`src/acs_pkg.sv`:
```
package acs_pkg;
	// ============================================================
	// register map
	localparam logic [7:0] ACS_STATUS_ADDR = 8'hF5;
	localparam logic [7:0] ACS_CONTROL_TWO_ADDR = 8'hD8;
	localparam logic [7:0] ACS_CONTROL_ONE_ADDR = 8'hEF;
	localparam logic [7:0] ACS_STATUS_RESET = 8'h00;
	localparam logic [7:0] ACS_CONTROL_RESET = 8'h00;
	localparam int ACS_BUSY_BIT = 7;
	// control_two fields
	localparam int ACS_DMA_BIT = 6;
	localparam int ACS_CCONV_BIT = 5;
	localparam int ACS_SCONV_BIT = 4;
	localparam int ACS_CS_LSB = 0;
	// control_one fields: acquisition and clock divide
	localparam int ACS_ACQ_LSB = 2;
	localparam int ACS_DIV_LSB = 4;
	// ============================================================
	// channel codes
	localparam logic [3:0] ACS_CODE_LAST_EXT = 4'h7;
	localparam logic [3:0] ACS_CODE_TEMP = 4'h8;
	localparam logic [3:0] ACS_CODE_STOP = 4'hF;
	localparam logic [3:0] ACS_CH_TEMP = 4'h8;
	// ============================================================
	// timing, in adc clocks
	localparam logic [3:0] ACS_SAR_BITS = 4'hC;
	localparam logic [3:0] ACS_SYNC_CLKS = 4'h1;
	localparam logic [5:0] ACS_CAL_CLKS = 6'h20;
	typedef enum logic [2:0] {ACS_IDLE, ACS_SYNC, ACS_SAMPLE, ACS_HOLD, ACS_CAL} acs_state_t;
endpackage

```
`src/acs_sar_step.sv`:
```
module acs_sar_step
	import acs_pkg::*;
(
	input wire logic [3:0] bit_idx,
	input wire logic [11:0] sar_in,
	input wire logic comp_hi,
	output logic [11:0] sar_out
);
	// ============================================================
	// one binary-search step: keep or drop current trial bit, try next
	always_comb
	begin
		sar_out = sar_in;
		if (!comp_hi)
		begin
			sar_out[bit_idx] = 1'b0;
		end
		if (bit_idx != 4'h0)
		begin
			sar_out[bit_idx - 4'h1] = 1'b1;
		end
	end
endmodule

```
`src/acs_top.sv`:
```
module acs_top
	import acs_pkg::*;
(
	input wire logic SYS_CLK,
	input wire logic ARST_N,
	input wire logic [7:0] SFR_ADDR,
	input wire logic [7:0] SFR_WDATA,
	input wire logic SFR_WR,
	input wire logic SFR_RD,
	output logic [7:0] SFR_RDATA,
	input wire logic CAL_START,
	input wire logic DMA_ID_VALID,
	input wire logic [3:0] DMA_CHANNEL_ID,
	output logic DMA_ID_REQ,
	input wire logic COMP_HI,
	output logic [3:0] MUX_SEL,
	output logic TRACK,
	output logic [11:0] SAR_TRIAL,
	output logic [11:0] RESULT,
	output logic RESULT_VALID,
	output logic DMA_DONE
);
	// ============================================================
	// registers
	logic [7:0] control_two_q;
	logic [7:0] control_one_q;
	acs_state_t state_q;
	logic [1:0] div_cnt_q;
	logic [5:0] phase_cnt_q;
	logic [3:0] bit_q;
	logic [11:0] sar_q;
	logic [11:0] sar_d;
	logic [3:0] chan_q;
	logic busy_q;
	logic dma_wait_q;
	logic adc_tick;
	logic [1:0] div_sel;
	logic [1:0] acq_sel;
	logic start_req;
	logic dma_mode;
	logic code_valid;

	assign div_sel = control_one_q[ACS_DIV_LSB +: 2];
	assign acq_sel = control_one_q[ACS_ACQ_LSB +: 2];
	assign dma_mode = control_two_q[ACS_DMA_BIT];
	assign start_req = control_two_q[ACS_SCONV_BIT] | control_two_q[ACS_CCONV_BIT];
	// reserved codes in control_two never start a conversion; dma channel ids are not checked
	assign code_valid = (control_two_q[3:0] <= ACS_CODE_LAST_EXT)
		|| (control_two_q[3:0] == ACS_CODE_TEMP);

	// ============================================================
	// adc clock divider, ratio 1/2/3/4 picked by software
	always_ff @(posedge SYS_CLK or negedge ARST_N)
	begin
		if (!ARST_N)
			div_cnt_q <= 2'h0;
		else if (adc_tick)
			div_cnt_q <= 2'h0;
		else
			div_cnt_q <= div_cnt_q + 2'h1;
	end
	assign adc_tick = (div_cnt_q == div_sel);

	// ============================================================
	// control registers; sconv self-clears at end of single conversion
	always_ff @(posedge SYS_CLK or negedge ARST_N)
	begin
		if (!ARST_N)
		begin
			control_two_q <= ACS_CONTROL_RESET;
			control_one_q <= ACS_CONTROL_RESET;
		end
		else
		begin
			if (SFR_WR && SFR_ADDR == ACS_CONTROL_TWO_ADDR)
				control_two_q <= SFR_WDATA;
			else if (state_q == ACS_HOLD && adc_tick && bit_q == 4'h0)
				control_two_q[ACS_SCONV_BIT] <= 1'b0;
			else if (dma_mode && DMA_ID_VALID && DMA_CHANNEL_ID == ACS_CODE_STOP)
				control_two_q[ACS_CCONV_BIT] <= 1'b0;
			if (SFR_WR && SFR_ADDR == ACS_CONTROL_ONE_ADDR)
				control_one_q <= SFR_WDATA;
		end
	end

	// ============================================================
	// conversion sequencer: sync, sample (track), hold (search)
	always_ff @(posedge SYS_CLK or negedge ARST_N)
	begin
		if (!ARST_N)
		begin
			state_q <= ACS_IDLE;
			phase_cnt_q <= 6'h00;
			bit_q <= 4'h0;
			sar_q <= 12'h000;
			SAR_TRIAL <= 12'h000;
			chan_q <= 4'h0;
			dma_wait_q <= 1'b0;
			DMA_DONE <= 1'b0;
		end
		else
		begin
			DMA_DONE <= 1'b0;
			case (state_q)
				ACS_IDLE:
				begin
					if (CAL_START)
					begin
						state_q <= ACS_CAL;
						phase_cnt_q <= ACS_CAL_CLKS;
					end
					else if (start_req && dma_mode)
					begin
						dma_wait_q <= 1'b1;
						if (dma_wait_q && DMA_ID_VALID)
						begin
							dma_wait_q <= 1'b0;
							if (DMA_CHANNEL_ID == ACS_CODE_STOP)
								DMA_DONE <= 1'b1;
							else
							begin
								chan_q <= DMA_CHANNEL_ID;
								state_q <= ACS_SYNC;
								phase_cnt_q <= {2'h0, ACS_SYNC_CLKS};
							end
						end
					end
					else if (start_req && code_valid)
					begin
						chan_q <= control_two_q[3:0];
						state_q <= ACS_SYNC;
						phase_cnt_q <= {2'h0, ACS_SYNC_CLKS};
					end
				end
				ACS_SYNC:
				begin
					if (adc_tick)
					begin
						state_q <= ACS_SAMPLE;
						phase_cnt_q <= {4'h0, acq_sel} + 6'h01;
					end
				end
				ACS_SAMPLE:
				begin
					if (adc_tick)
					begin
						if (phase_cnt_q == 6'h01)
						begin
							state_q <= ACS_HOLD;
							bit_q <= ACS_SAR_BITS - 4'h1;
							sar_q <= 12'h800;
							// trial flop moves with sar_q: comparator must see the live trial
							SAR_TRIAL <= 12'h800;
						end
						else
							phase_cnt_q <= phase_cnt_q - 6'h01;
					end
				end
				ACS_HOLD:
				begin
					if (adc_tick)
					begin
						sar_q <= sar_d;
						SAR_TRIAL <= sar_d;
						if (bit_q == 4'h0)
							state_q <= ACS_IDLE;
						else
							bit_q <= bit_q - 4'h1;
					end
				end
				ACS_CAL:
				begin
					if (adc_tick)
					begin
						if (phase_cnt_q == 6'h01)
							state_q <= ACS_IDLE;
						else
							phase_cnt_q <= phase_cnt_q - 6'h01;
					end
				end
				default:
					state_q <= ACS_IDLE;
			endcase
		end
	end

	acs_sar_step u_step
	(
		.bit_idx(bit_q),
		.sar_in(sar_q),
		.comp_hi(COMP_HI),
		.sar_out(sar_d)
	);

	// ============================================================
	// result latch and analog front-end drive
	always_ff @(posedge SYS_CLK or negedge ARST_N)
	begin
		if (!ARST_N)
		begin
			RESULT <= 12'h000;
			RESULT_VALID <= 1'b0;
			MUX_SEL <= 4'h0;
			TRACK <= 1'b0;
			DMA_ID_REQ <= 1'b0;
			busy_q <= 1'b0;
		end
		else
		begin
			RESULT_VALID <= 1'b0;
			if (state_q == ACS_HOLD && adc_tick && bit_q == 4'h0)
			begin
				RESULT <= sar_d;
				RESULT_VALID <= 1'b1;
			end
			MUX_SEL <= (chan_q == ACS_CODE_TEMP) ? ACS_CH_TEMP : chan_q;
			TRACK <= (state_q == ACS_SAMPLE) || (state_q == ACS_SYNC);
			DMA_ID_REQ <= (state_q == ACS_IDLE) && start_req && dma_mode && !dma_wait_q;
			// busy follows the sequencer; drops without software action
			busy_q <= (state_q != ACS_IDLE);
		end
	end

	// ============================================================
	// register read port; status writes are ignored
	always_ff @(posedge SYS_CLK or negedge ARST_N)
	begin
		if (!ARST_N)
			SFR_RDATA <= ACS_STATUS_RESET;
		else if (SFR_RD && SFR_ADDR == ACS_STATUS_ADDR)
			SFR_RDATA <= {busy_q, 7'h00};
		else if (SFR_RD && SFR_ADDR == ACS_CONTROL_TWO_ADDR)
			SFR_RDATA <= control_two_q;
		else if (SFR_RD && SFR_ADDR == ACS_CONTROL_ONE_ADDR)
			SFR_RDATA <= control_one_q;
		else
			SFR_RDATA <= 8'h00;
	end
endmodule

```
`config.mk`:
```
export PLATFORM = sky130hd
export DESIGN_NAME = acs_top
export DESIGN_NICKNAME = d
export VERILOG_FILES = /design/src/acs_pkg.sv /design/src/acs_sar_step.sv /design/src/acs_top.sv
export SDC_FILE = /design/constraint.sdc
export NUM_CORES = 1
export LEC_CHECK = 0
export BUFFER_PORTS_ARGS = -buffer_cell sky130_fd_sc_hd__buf_2
export CAP_MARGIN = 20
export CELL_PAD_IN_SITES_DETAIL_PLACEMENT = 1
export CELL_PAD_IN_SITES_GLOBAL_PLACEMENT = 1
export CORE_ASPECT_RATIO = 1.1
export CORE_MARGIN = 4
export CORE_UTILIZATION = 30
export DETAILED_ROUTE_END_ITERATION = 16
export PLACE_DENSITY = 0.57
export SLEW_MARGIN = 25
export SYNTH_ARGS = -nofsm -noshare
export SYNTH_HDL_FRONTEND = slang
export SYNTH_SLANG_ARGS = --single-unit
```
`constraint.sdc`:
```
create_clock -name SYS_CLK -period 3.85 [get_ports SYS_CLK]
set_input_delay 0.77 -clock SYS_CLK [delete_from_list [all_inputs] [get_ports SYS_CLK]]
set_output_delay 0.77 -clock SYS_CLK [all_outputs]
set_load 0.01 [all_outputs]
```
Yosys cells after proc, flatten, opt, wreduce, memory -nomap -nowiden
Index checks and enable logic that the tools add are counted.
Storage, ports and cells
  register bits after elaboration: 77
  logic and storage cells: 155
Operators by class
  add/subtract/negate cells: 4
  $lt $le $gt $ge: 5
  equal/unequal tests: 28
  mux-type cells: 57
  bitwise operators: 5
  reductions and logical operators: 37
Operators with widths (count)
  12-bit two-way mux: 5
  6-bit two-way mux: 8
  3-bit two-way mux: 12
  4-bit two-way mux: 9
  8-bit == test, second input constant: 3
  8-bit two-way mux: 3
  12-bit one-hot mux with 2 select lines: 1
  2-bit inequality test, second input constant: 10
  6-bit one-hot mux with 3 select lines: 1
  1-bit logical AND: 17
  3-bit one-hot mux with 5 select lines: 1
  12-bit AND: 1
  4-bit == test, second input constant: 3
  1-bit two-way mux: 12
  4-bit inequality test, second input constant: 3
  12-bit NOT: 1
  12-bit bitwise OR: 1
  4-bit by 5-bit < comparator with 1-bit output, second input constant: 2
  10-bit AND reduction: 1
  5-bit AND reduction: 2
  1-bit demux with 4-bit select: 2
  4-bit by 1-bit >= comparator with 1-bit output, second input constant: 2
  4-bit one-hot mux with 2 select lines: 1
  2-bit nonzero test: 4
  other kinds (25): 31

Depth between registers and ports, before layout
Gate-level depths: netlist of run 1.
  word-level depth: 11
  depth in mapped cells: 8
  depth with buffers taken out: 7

Modules after synthesis
Synthesis of run 1 repeated with hierarchy kept, for this count alone.
Unflattened totals
  cells, all modules: 350
  area total of the unflattened synthesis: 3749.8 µm²
By module, submodules not included
  acs_top: instances 1, cells an instance 299, area an instance 3372.0 µm², sequential area each 1926.8 µm²
  acs_sar_step: instances 1, cells an instance 51, area an instance 377.9 µm², sequential area each 0.0 µm²

Worst setup path after synthesis of run 1
OpenSTA, ideal clock, no wires.
  kind: register to register
  start point: register bit_q[0]
  end point: register state_q[0]
  arrival: 1.917 ns
  required time: 3.725 ns
  path slack: 1.808 ns
  cell stages (with the launch flop): 9
  path buffers: 1
  clock period less this slack: 2.042 ns
  cells stage by stage: dfrtp_1 inv_1 ha_1 or3b_1 buf_2 nor2_1 o21ai_0 a31oi_1 mux2_2
Between the ends
  longest elaborated chain between the ends: 3
RTL lines
  start: declaration: line acs_top.sv:30  | logic [3:0] bit_q;
  start signal: assignment: line acs_top.sv:150  | bit_q <= ACS_SAR_BITS - 4'h1;
  start signal: assignment: line acs_top.sv:168  | bit_q <= bit_q - 4'h1;
  4-bit zero test: line acs_top.sv:165  | if (bit_q == 4'h0)
  2-bit by 1-bit inequality test with 1-bit output (no source line)
  10-bit AND reduction (no source line)
  end signal: assignment: line acs_top.sv:166  | state_q <= ACS_IDLE;
  end signal: assignment: line acs_top.sv:176  | state_q <= ACS_IDLE;
  end signal: assignment: line acs_top.sv:182  | state_q <= ACS_IDLE;
  end: declaration: line acs_top.sv:27  | acs_state_t state_q;
No other way between the ends.
A chain may end at the register's enable or synchronous reset.

Final worst setup path of run 1
  start point: register bit_q[1]
  end point: register RESULT[10]
Between the ends
  longest elaborated chain between the ends: 9
RTL lines
  parallel branches: the longest is 9 deep, another holds 4-bit by 5-bit < comparator with 1-bit output
  end signal: assignment: line acs_top.sv:213  | RESULT <= sar_d;
  end: declaration: line acs_top.sv:19  | output logic [11:0] RESULT,
Parallel ways; which one is timed is not known.

==> results of run 1 <==
==> worst paths after layout <==
kind,cells after the start,from,slack (ns),end
hold / removal,0,chan_q[1],0.38,MUX_SEL[1]
max in group asynchronous,1,ARST_N,2.88,RESULT[1]
setup reg to reg,5,bit_q[1],1.31,RESULT[10]
setup / recovery,5,bit_q[1],1.31,RESULT[10]
hold reg to reg,0,chan_q[1],0.38,MUX_SEL[1]
min in group asynchronous,1,ARST_N,0.47,MUX_SEL[0]
==> cell usage in the layout, fill, tap and decap left out, drive strengths merged, types with 7 or more instances in the layout <==
cell type / Yosys / final
a22o: 7 / 7
a31oi: 8 / 8
dfrtp: 77 / 77
o211ai: 7 / 7
mux2: 19 / 19
ha: 9 / 9
o21ai: 45 / 45
nand3: 12 / 12
a21oi: 16 / 16
inv: 14 / 15
buf: 10 / 67
nand2: 32 / 32
nand2b: 7 / 7
clkbuf: 11 / 11
nor3: 13 / 13
nor2: 22 / 22
==> per-stage QoR <==
step / setup slack [ns] / hold slack (ns) / utilization [%] / cell area, um^2 / power (uW)
after global placement: 1.38 / 0.365 / 34.7 / 4230 / 2370
after CTS: 1.26 / 0.381 / 37.0 / 4520 / 3240
after floorplan: 1.81 / 0.429 / - / 3800 / 2010
after detailed placement: 1.27 / 0.367 / 34.7 / 4230 / 2400
final: 1.31 / 0.376 / 37.1 / 4530 / 3190
after global routing: 1.13 / 0.392 / 37.1 / 4530 / 3440
==> critical path: stages (launching register included) <==
cell and delay, ns:
dfrtp_1 0.45, inv_1 0.15, ha_1 0.32, or3b_1 0.67, nor2_4 0.45, mux2_2 0.38
==> cell usage after synthesis, types with 2 or more instances <==
cell type / instances
ha_1: 9
and3_1: 5
nor3_1: 12
o211ai_1: 6
clkbuf_1: 11
nand4_1: 3
inv_1: 14
nand3_1: 12
nand4b_1: 2
nand2_1: 32
buf_2: 8
nand2b_1: 7
nand3b_1: 2
nor2_1: 21
a22o_1: 7
dfrtp_1: 77
nor4_1: 3
mux2i_1: 5
mux2_2: 18
a31oi_1: 8
a21oi_1: 15
and2_1: 2
o21ai_0: 43
or4_1: 2
a211oi_1: 2
xnor2_1: 6
nor2b_1: 4
a21o_1: 2
==> cell families (layout without fill, tap and decap cells) <==
kind of cell             count (synthesis)  count (layout)  share of synthesized area [%]
XOR/XNOR                                 6               6                           1.38
AO/OA/AOI/OAI                          102             102                           17.2
multiplexers                            24              24                           7.05
flip-flops                              77              77                           50.7
AND/OR/NAND/NOR                        118             118                           16.6
adder cells (fa/ha/maj)                  9               9                           2.97
buffers and inverters                   35              97                           4.02
==> cell type report <==
type / count / area, um^2 / share of cell area, %
sequential: 77 / 1930 / 42.6
clock buffer: 11 / 253 / 5.58
multi-input combinational: 259 / 1720 / 38.1
clock inverter: 5 / 33.8 / 0.746
tap: 154 / 193 / 4.26
inverter: 14 / 52.6 / 1.16
timing repair buffer: 67 / 344 / 7.60
==> sequential cells by signal, summed over array words and instances, names as in the netlist, 2 cells and up <==
register and count:
div_cnt_q 2, control_one_q 8, bit_q 4, SFR_RDATA 8
sar_q 12, RESULT 12, control_two_q 8, phase_cnt_q 6
chan_q 4, state_q 3, MUX_SEL 4
==> per-layer routing <==
| metal | vias up | part of all wire (%) |
|---|---|---|
| met4 | 0 | 1.2 |
| met3 | 9 | 3.9 |
| met5 | - | 0 |
| met2 | 60 | 48 |
| met1 | 1529 | 46 |
| li1 | 1453 | - |
==> power by group through the flow <==
stage	clock network [uW]	logic [uW]	registers, uW
final	815	1180	1190
after global routing	884	1330	1230
after CTS	848	1200	1200
after detailed placement	0	1200	1210
after global placement	0	1170	1200
after floorplan	0	850	1160
==> results.toml, run 1 <==
[clock_network]
cts_tree = "done"
cts_resized = 0
clk_path_buf_depth = 2
ctsHoldBuffers = 0
h-tree-depth = 3
clockRootBuffer = "clkbuf_16"
post_cts_buffers = 0
clkTransAtPathRegs_ns = 0.06
clkSinkCount = 77
cts_buffers = 9
insertion_delay_ns = 0.33

[synth]
synth.avg_cell_area_um2 = 10.2
netlist_top_cells_area = "dfrtp_1 51%, o21ai_0 5.7%, mux2_2 5.3%"
synth_top_area_share_pct = 50.7
synth-edff-count = 0
synthCells = 371
yosysTopAreaCell = "dfrtp_1"
synthArstFlopShare_pct = 100
ys.flop_type = "dfrtp_1"
synth_fp_nets = 407
synth_cell_types = 61
yosysSeqAreaShare_pct = 50.7
yosysWarnings = 0
synth.cell_area_um2 = 3800
ys_ff_latch = 77

[timing]
min_period_ns = 2.54
worst_pin_slew_ns = 0.757
setup_violations = 0
rsz0062_at_grt = "false"
fin_skew_ns = 0.00810
slew_violations = 0
totalNegativeSetupSlack_ns = 0
fmax_mhz = 393
finalCritPeriodShare_pct = 66.1
max_slew_margin_pct = 49.2
hold_viol = 0

[grt]
grt_use_met1_pct = 19.7
grt_overflow = 0
antenna_found_initial = 0
gr-usage-met2_pct = 24.0
track_usage_pct = 14.8
grt_max_degree = 78
grt_pass1_wl_mm = 17.1
grt_pass1_vias = 3226
grtUsageMet3_pct = 2.93
top_usage_layer = "met2"

[power_and_ir_drop]
power.share.combinational_pct = 37.0
p_sw_share_pct = 39.4
p_seq_share_pct = 37.4
power_leakage_uw = 0.00211
switchingPower_uw = 1260
powerDensity_nw_per_um2 = 705
internal_power_uw = 1930
pwr-share-clk_pct = 25.5
ir_drop_v = 0.000241

[worst_setup_path]
worstPathMaxFanout = 17
start_kind = "register"
path_class = "register to register"
cp-end-kind = "register"
cp_data_arrival_time_ns = 2.76
required_ns = 4.07

[cells_and_area]
fillerInstances = 1416
final_nets = 464
antenna_cells = 0
syn2layout_area_growth_pct = 19.2
stdcell_count = 587
drive_above_1_share_pct = 26.1

[route]
postRouteAntennaNets = 0
drt_pass1_iterations = 4
vias = 3051
viasPerCell = 5.20
postRouteWirelength_mm = 10.2
drt_iter0_drc = 122
drc = 0
wl_per_cell_um = 17.5

[die]
io_pins = 67
die_y_um = 126
core_region_area_um2 = 12200
row_count = 42
start_util_pct = 31.1
die_x_um = 115
dieArea_um2 = 14500

[place]
placed_cells = 571
hpwl_mm = 7.32
port_buffers = 66
gp_congestion = 0.771

[hold_path]
hold_path.class = "register to register"

[status]
status = "finished, final reports clean"

[run]
drv_cap = 0
(Power assumes the default switching activity.)
==> run 2: changes to the inputs <==
PLACE_DENSITY = 0.59   (was 0.57)
clock period = 2.2 ns   (was 3.85 ns; I/O delays follow)
==> run 2 against run 1 <==
Clock power grew 72%; combinational power up 100%; fmax up 27%; power is 81% higher; setup slack worse by 1.1 ns; utilization grew 1.6 points; routed wire length rose by 0.49%; critical endpoint is now phase_cnt_q[1]; register-to-register slack worse by 1.1 ns; largest power group is now combinational cells; final cell count is 4.3% higher; via count is 2.6% higher; flip-flop and latch count is the same.
==> results.toml, run 2 (synthesized netlist as in run 1, its figures left out) <==
[worst_setup_path]
cp-end-kind = "register"
timing.rr.start = "control_one_q[5]"
cpMaxStageDelayCell = "dfrtp_1"
worstPathCellList = "xnor2_1 > and2_1 > buf_4 > o21ai_2 > a21oi_2 > mux2_2"
cp_data_arrival_time_ns = 2.22
startpoint = "control_one_q[5]"
crit_path_max_incr_delay_ns = 0.41
path_class = "register to register"
crit_end = "phase_cnt_q[1]"
cp_top_family = "flip-flops"
r2r-end = "phase_cnt_q[1]"
required_ns = 2.42
timing.critical_path.buf_inv = 1
worstPathMaxFanout = 5
start_kind = "register"
ff2ff_path_depth = 6
r2r_slack_ns = 0.20
crit_cells = 6

[clock_network]
clkTransAtPathRegs_ns = 0.06
clk_path_buf_depth = 2
clockRootBuffer = "clkbuf_16"
post_cts_buffers = 0
clkSinkCount = 77
h-tree-depth = 3
cts_buffers = 9
cts_tree = "done"
insertion_delay_ns = 0.34

[grt]
grt_overflow = 0
grt_max_degree = 40
antenna_found_initial = 0
track_usage_pct = 14.9
grt_pass1_wl_mm = 17.3
grt_pass1_vias = 3371

[cells_and_area]
top_regs = "RESULT x12, sar_q x12"
layout_common_cells = "77 x dfrtp_1, 65 x buf_2, 43 x o21ai_0"
fillerInstances = 1391
final_nets = 489
antenna_cells = 0
syn2layout_area_growth_pct = 24.3
drive_above_1_share_pct = 30.1
final_common_cell = "dfrtp_1"

[place]
hpwl_mm = 7.72
gp_congestion = 0.796
dpl_worst_slack_ns = 0.138
port_buffers = 66

[die]
io_pins = 67
core_region_area_um2 = 12200
row_count = 42
start_util_pct = 31.1
die_x_um = 115
dieArea_um2 = 14500
die_y_um = 126

[timing]
setup_violations = 0
slew_violations = 0
timing.final.ws_setup_ns = 0.202
rsz0062_at_grt = "false"
finalCritPeriodShare_pct = 90.8
hold_viol = 0
worst_pin_slew_ns = 0.668
fin_skew_ns = 0.00953
max_slew_margin_pct = 55.1
totalNegativeSetupSlack_ns = 0
fmax_mhz = 500
min_period_ns = 2.00

[route]
drc = 0
vias = 3131
drt_iter0_drc = 139
wl_met2_mm = 4.95
wl_per_cell_um = 16.8
highest_layer = "met4"
wl_met1_mm = 4.85
dr_wl_met3_um = 374
viasPerCell = 5.12
postRouteAntennaNets = 0
drt_pass1_iterations = 4
postRouteWirelength_mm = 10.3

[power_and_ir_drop]
power_uw = 5780
powerDensity_nw_per_um2 = 1230
ir_drop_v = 0.000536
power_leakage_uw = 0.00223

[hold_path]
hold_path.class = "input port to asynchronous set/reset pin"

[run]
drv_cap = 0

[status]
status = "finished, final reports clean"
## run 2: cell count changes in the layout (fill, tap and decap cells not counted)
cell	change
buf_12	+1
buf_4	+25
buf_6	-1
clkbuf_8	-2
clkinv_2	-1
clkinv_4	+2
inv_8	+1
nor3_1	+1
nor3_2	-1
nor4_1	-1
nor4_2	+1
## run 2: area by class of cell
cell class | instances | area, um^2 | share of cell area, %
timing repair buffer | 92 | 541 | 11.5
sequential | 77 | 1930 | 40.8
clock buffer | 9 | 225 | 4.77
tap | 154 | 193 | 4.08
inverter | 14 | 52.6 | 1.11
clock inverter | 7 | 57.6 | 1.22
multi-input combinational | 259 | 1720 | 36.5
## run 2: metrics by stage
step / util, % / hold slack [ns] / instances / instance area, um^2
finish: 38.7 / 0.0870 / 612 / 4720
detailed placement: 36.3 / 0.373 / 596 / 4430
global placement: 36.3 / 0.364 / 596 / 4430
global route: 38.7 / 0.120 / 612 / 4720
floorplan: - / 0.144 / 371 / 3800
CTS: 38.7 / 0.103 / 612 / 4710
## run 2: worst reg2reg max path, stage by stage (launching register included)
cell and delay (ns):
dfrtp_1 0.41, xnor2_1 0.26, and2_1 0.31, buf_4 0.17, o21ai_2 0.10, a21oi_2 0.27, mux2_2 0.36
## run 2: how the worst min path moves through the flow
stage	end	slack [ns]	depth (start not counted)	start
finish	RESULT[7]	0.09	1	ARST_N
global route	RESULT[7]	0.12	1	ARST_N
CTS	state_q[0]	0.10	1	ARST_N
detailed placement	MUX_SEL[1]	0.37	0	chan_q[1]
global placement	MUX_SEL[3]	0.36	0	chan_q[3]
floorplan	DMA_DONE	0.14	0	ARST_N
## run 2: report_power, final
part	internal, uW	total (uW)	switching [uW]
Sequential	1730	1990	261
Clock	777	1400	619
Combinational	1020	2400	1380
## run 2: layer usage
layer,track usage [%],vias to the layer above
met5,0,-
met4,3.94,0
met3,3.21,11
met2,24.3,49
met1,19.9,1562
li1,-,1509
## run 2: what timing repair did
action                     CTS  global route
gates resized for setup      0             1
hold buffers                 0             0
setup endpoints to repair    0             8
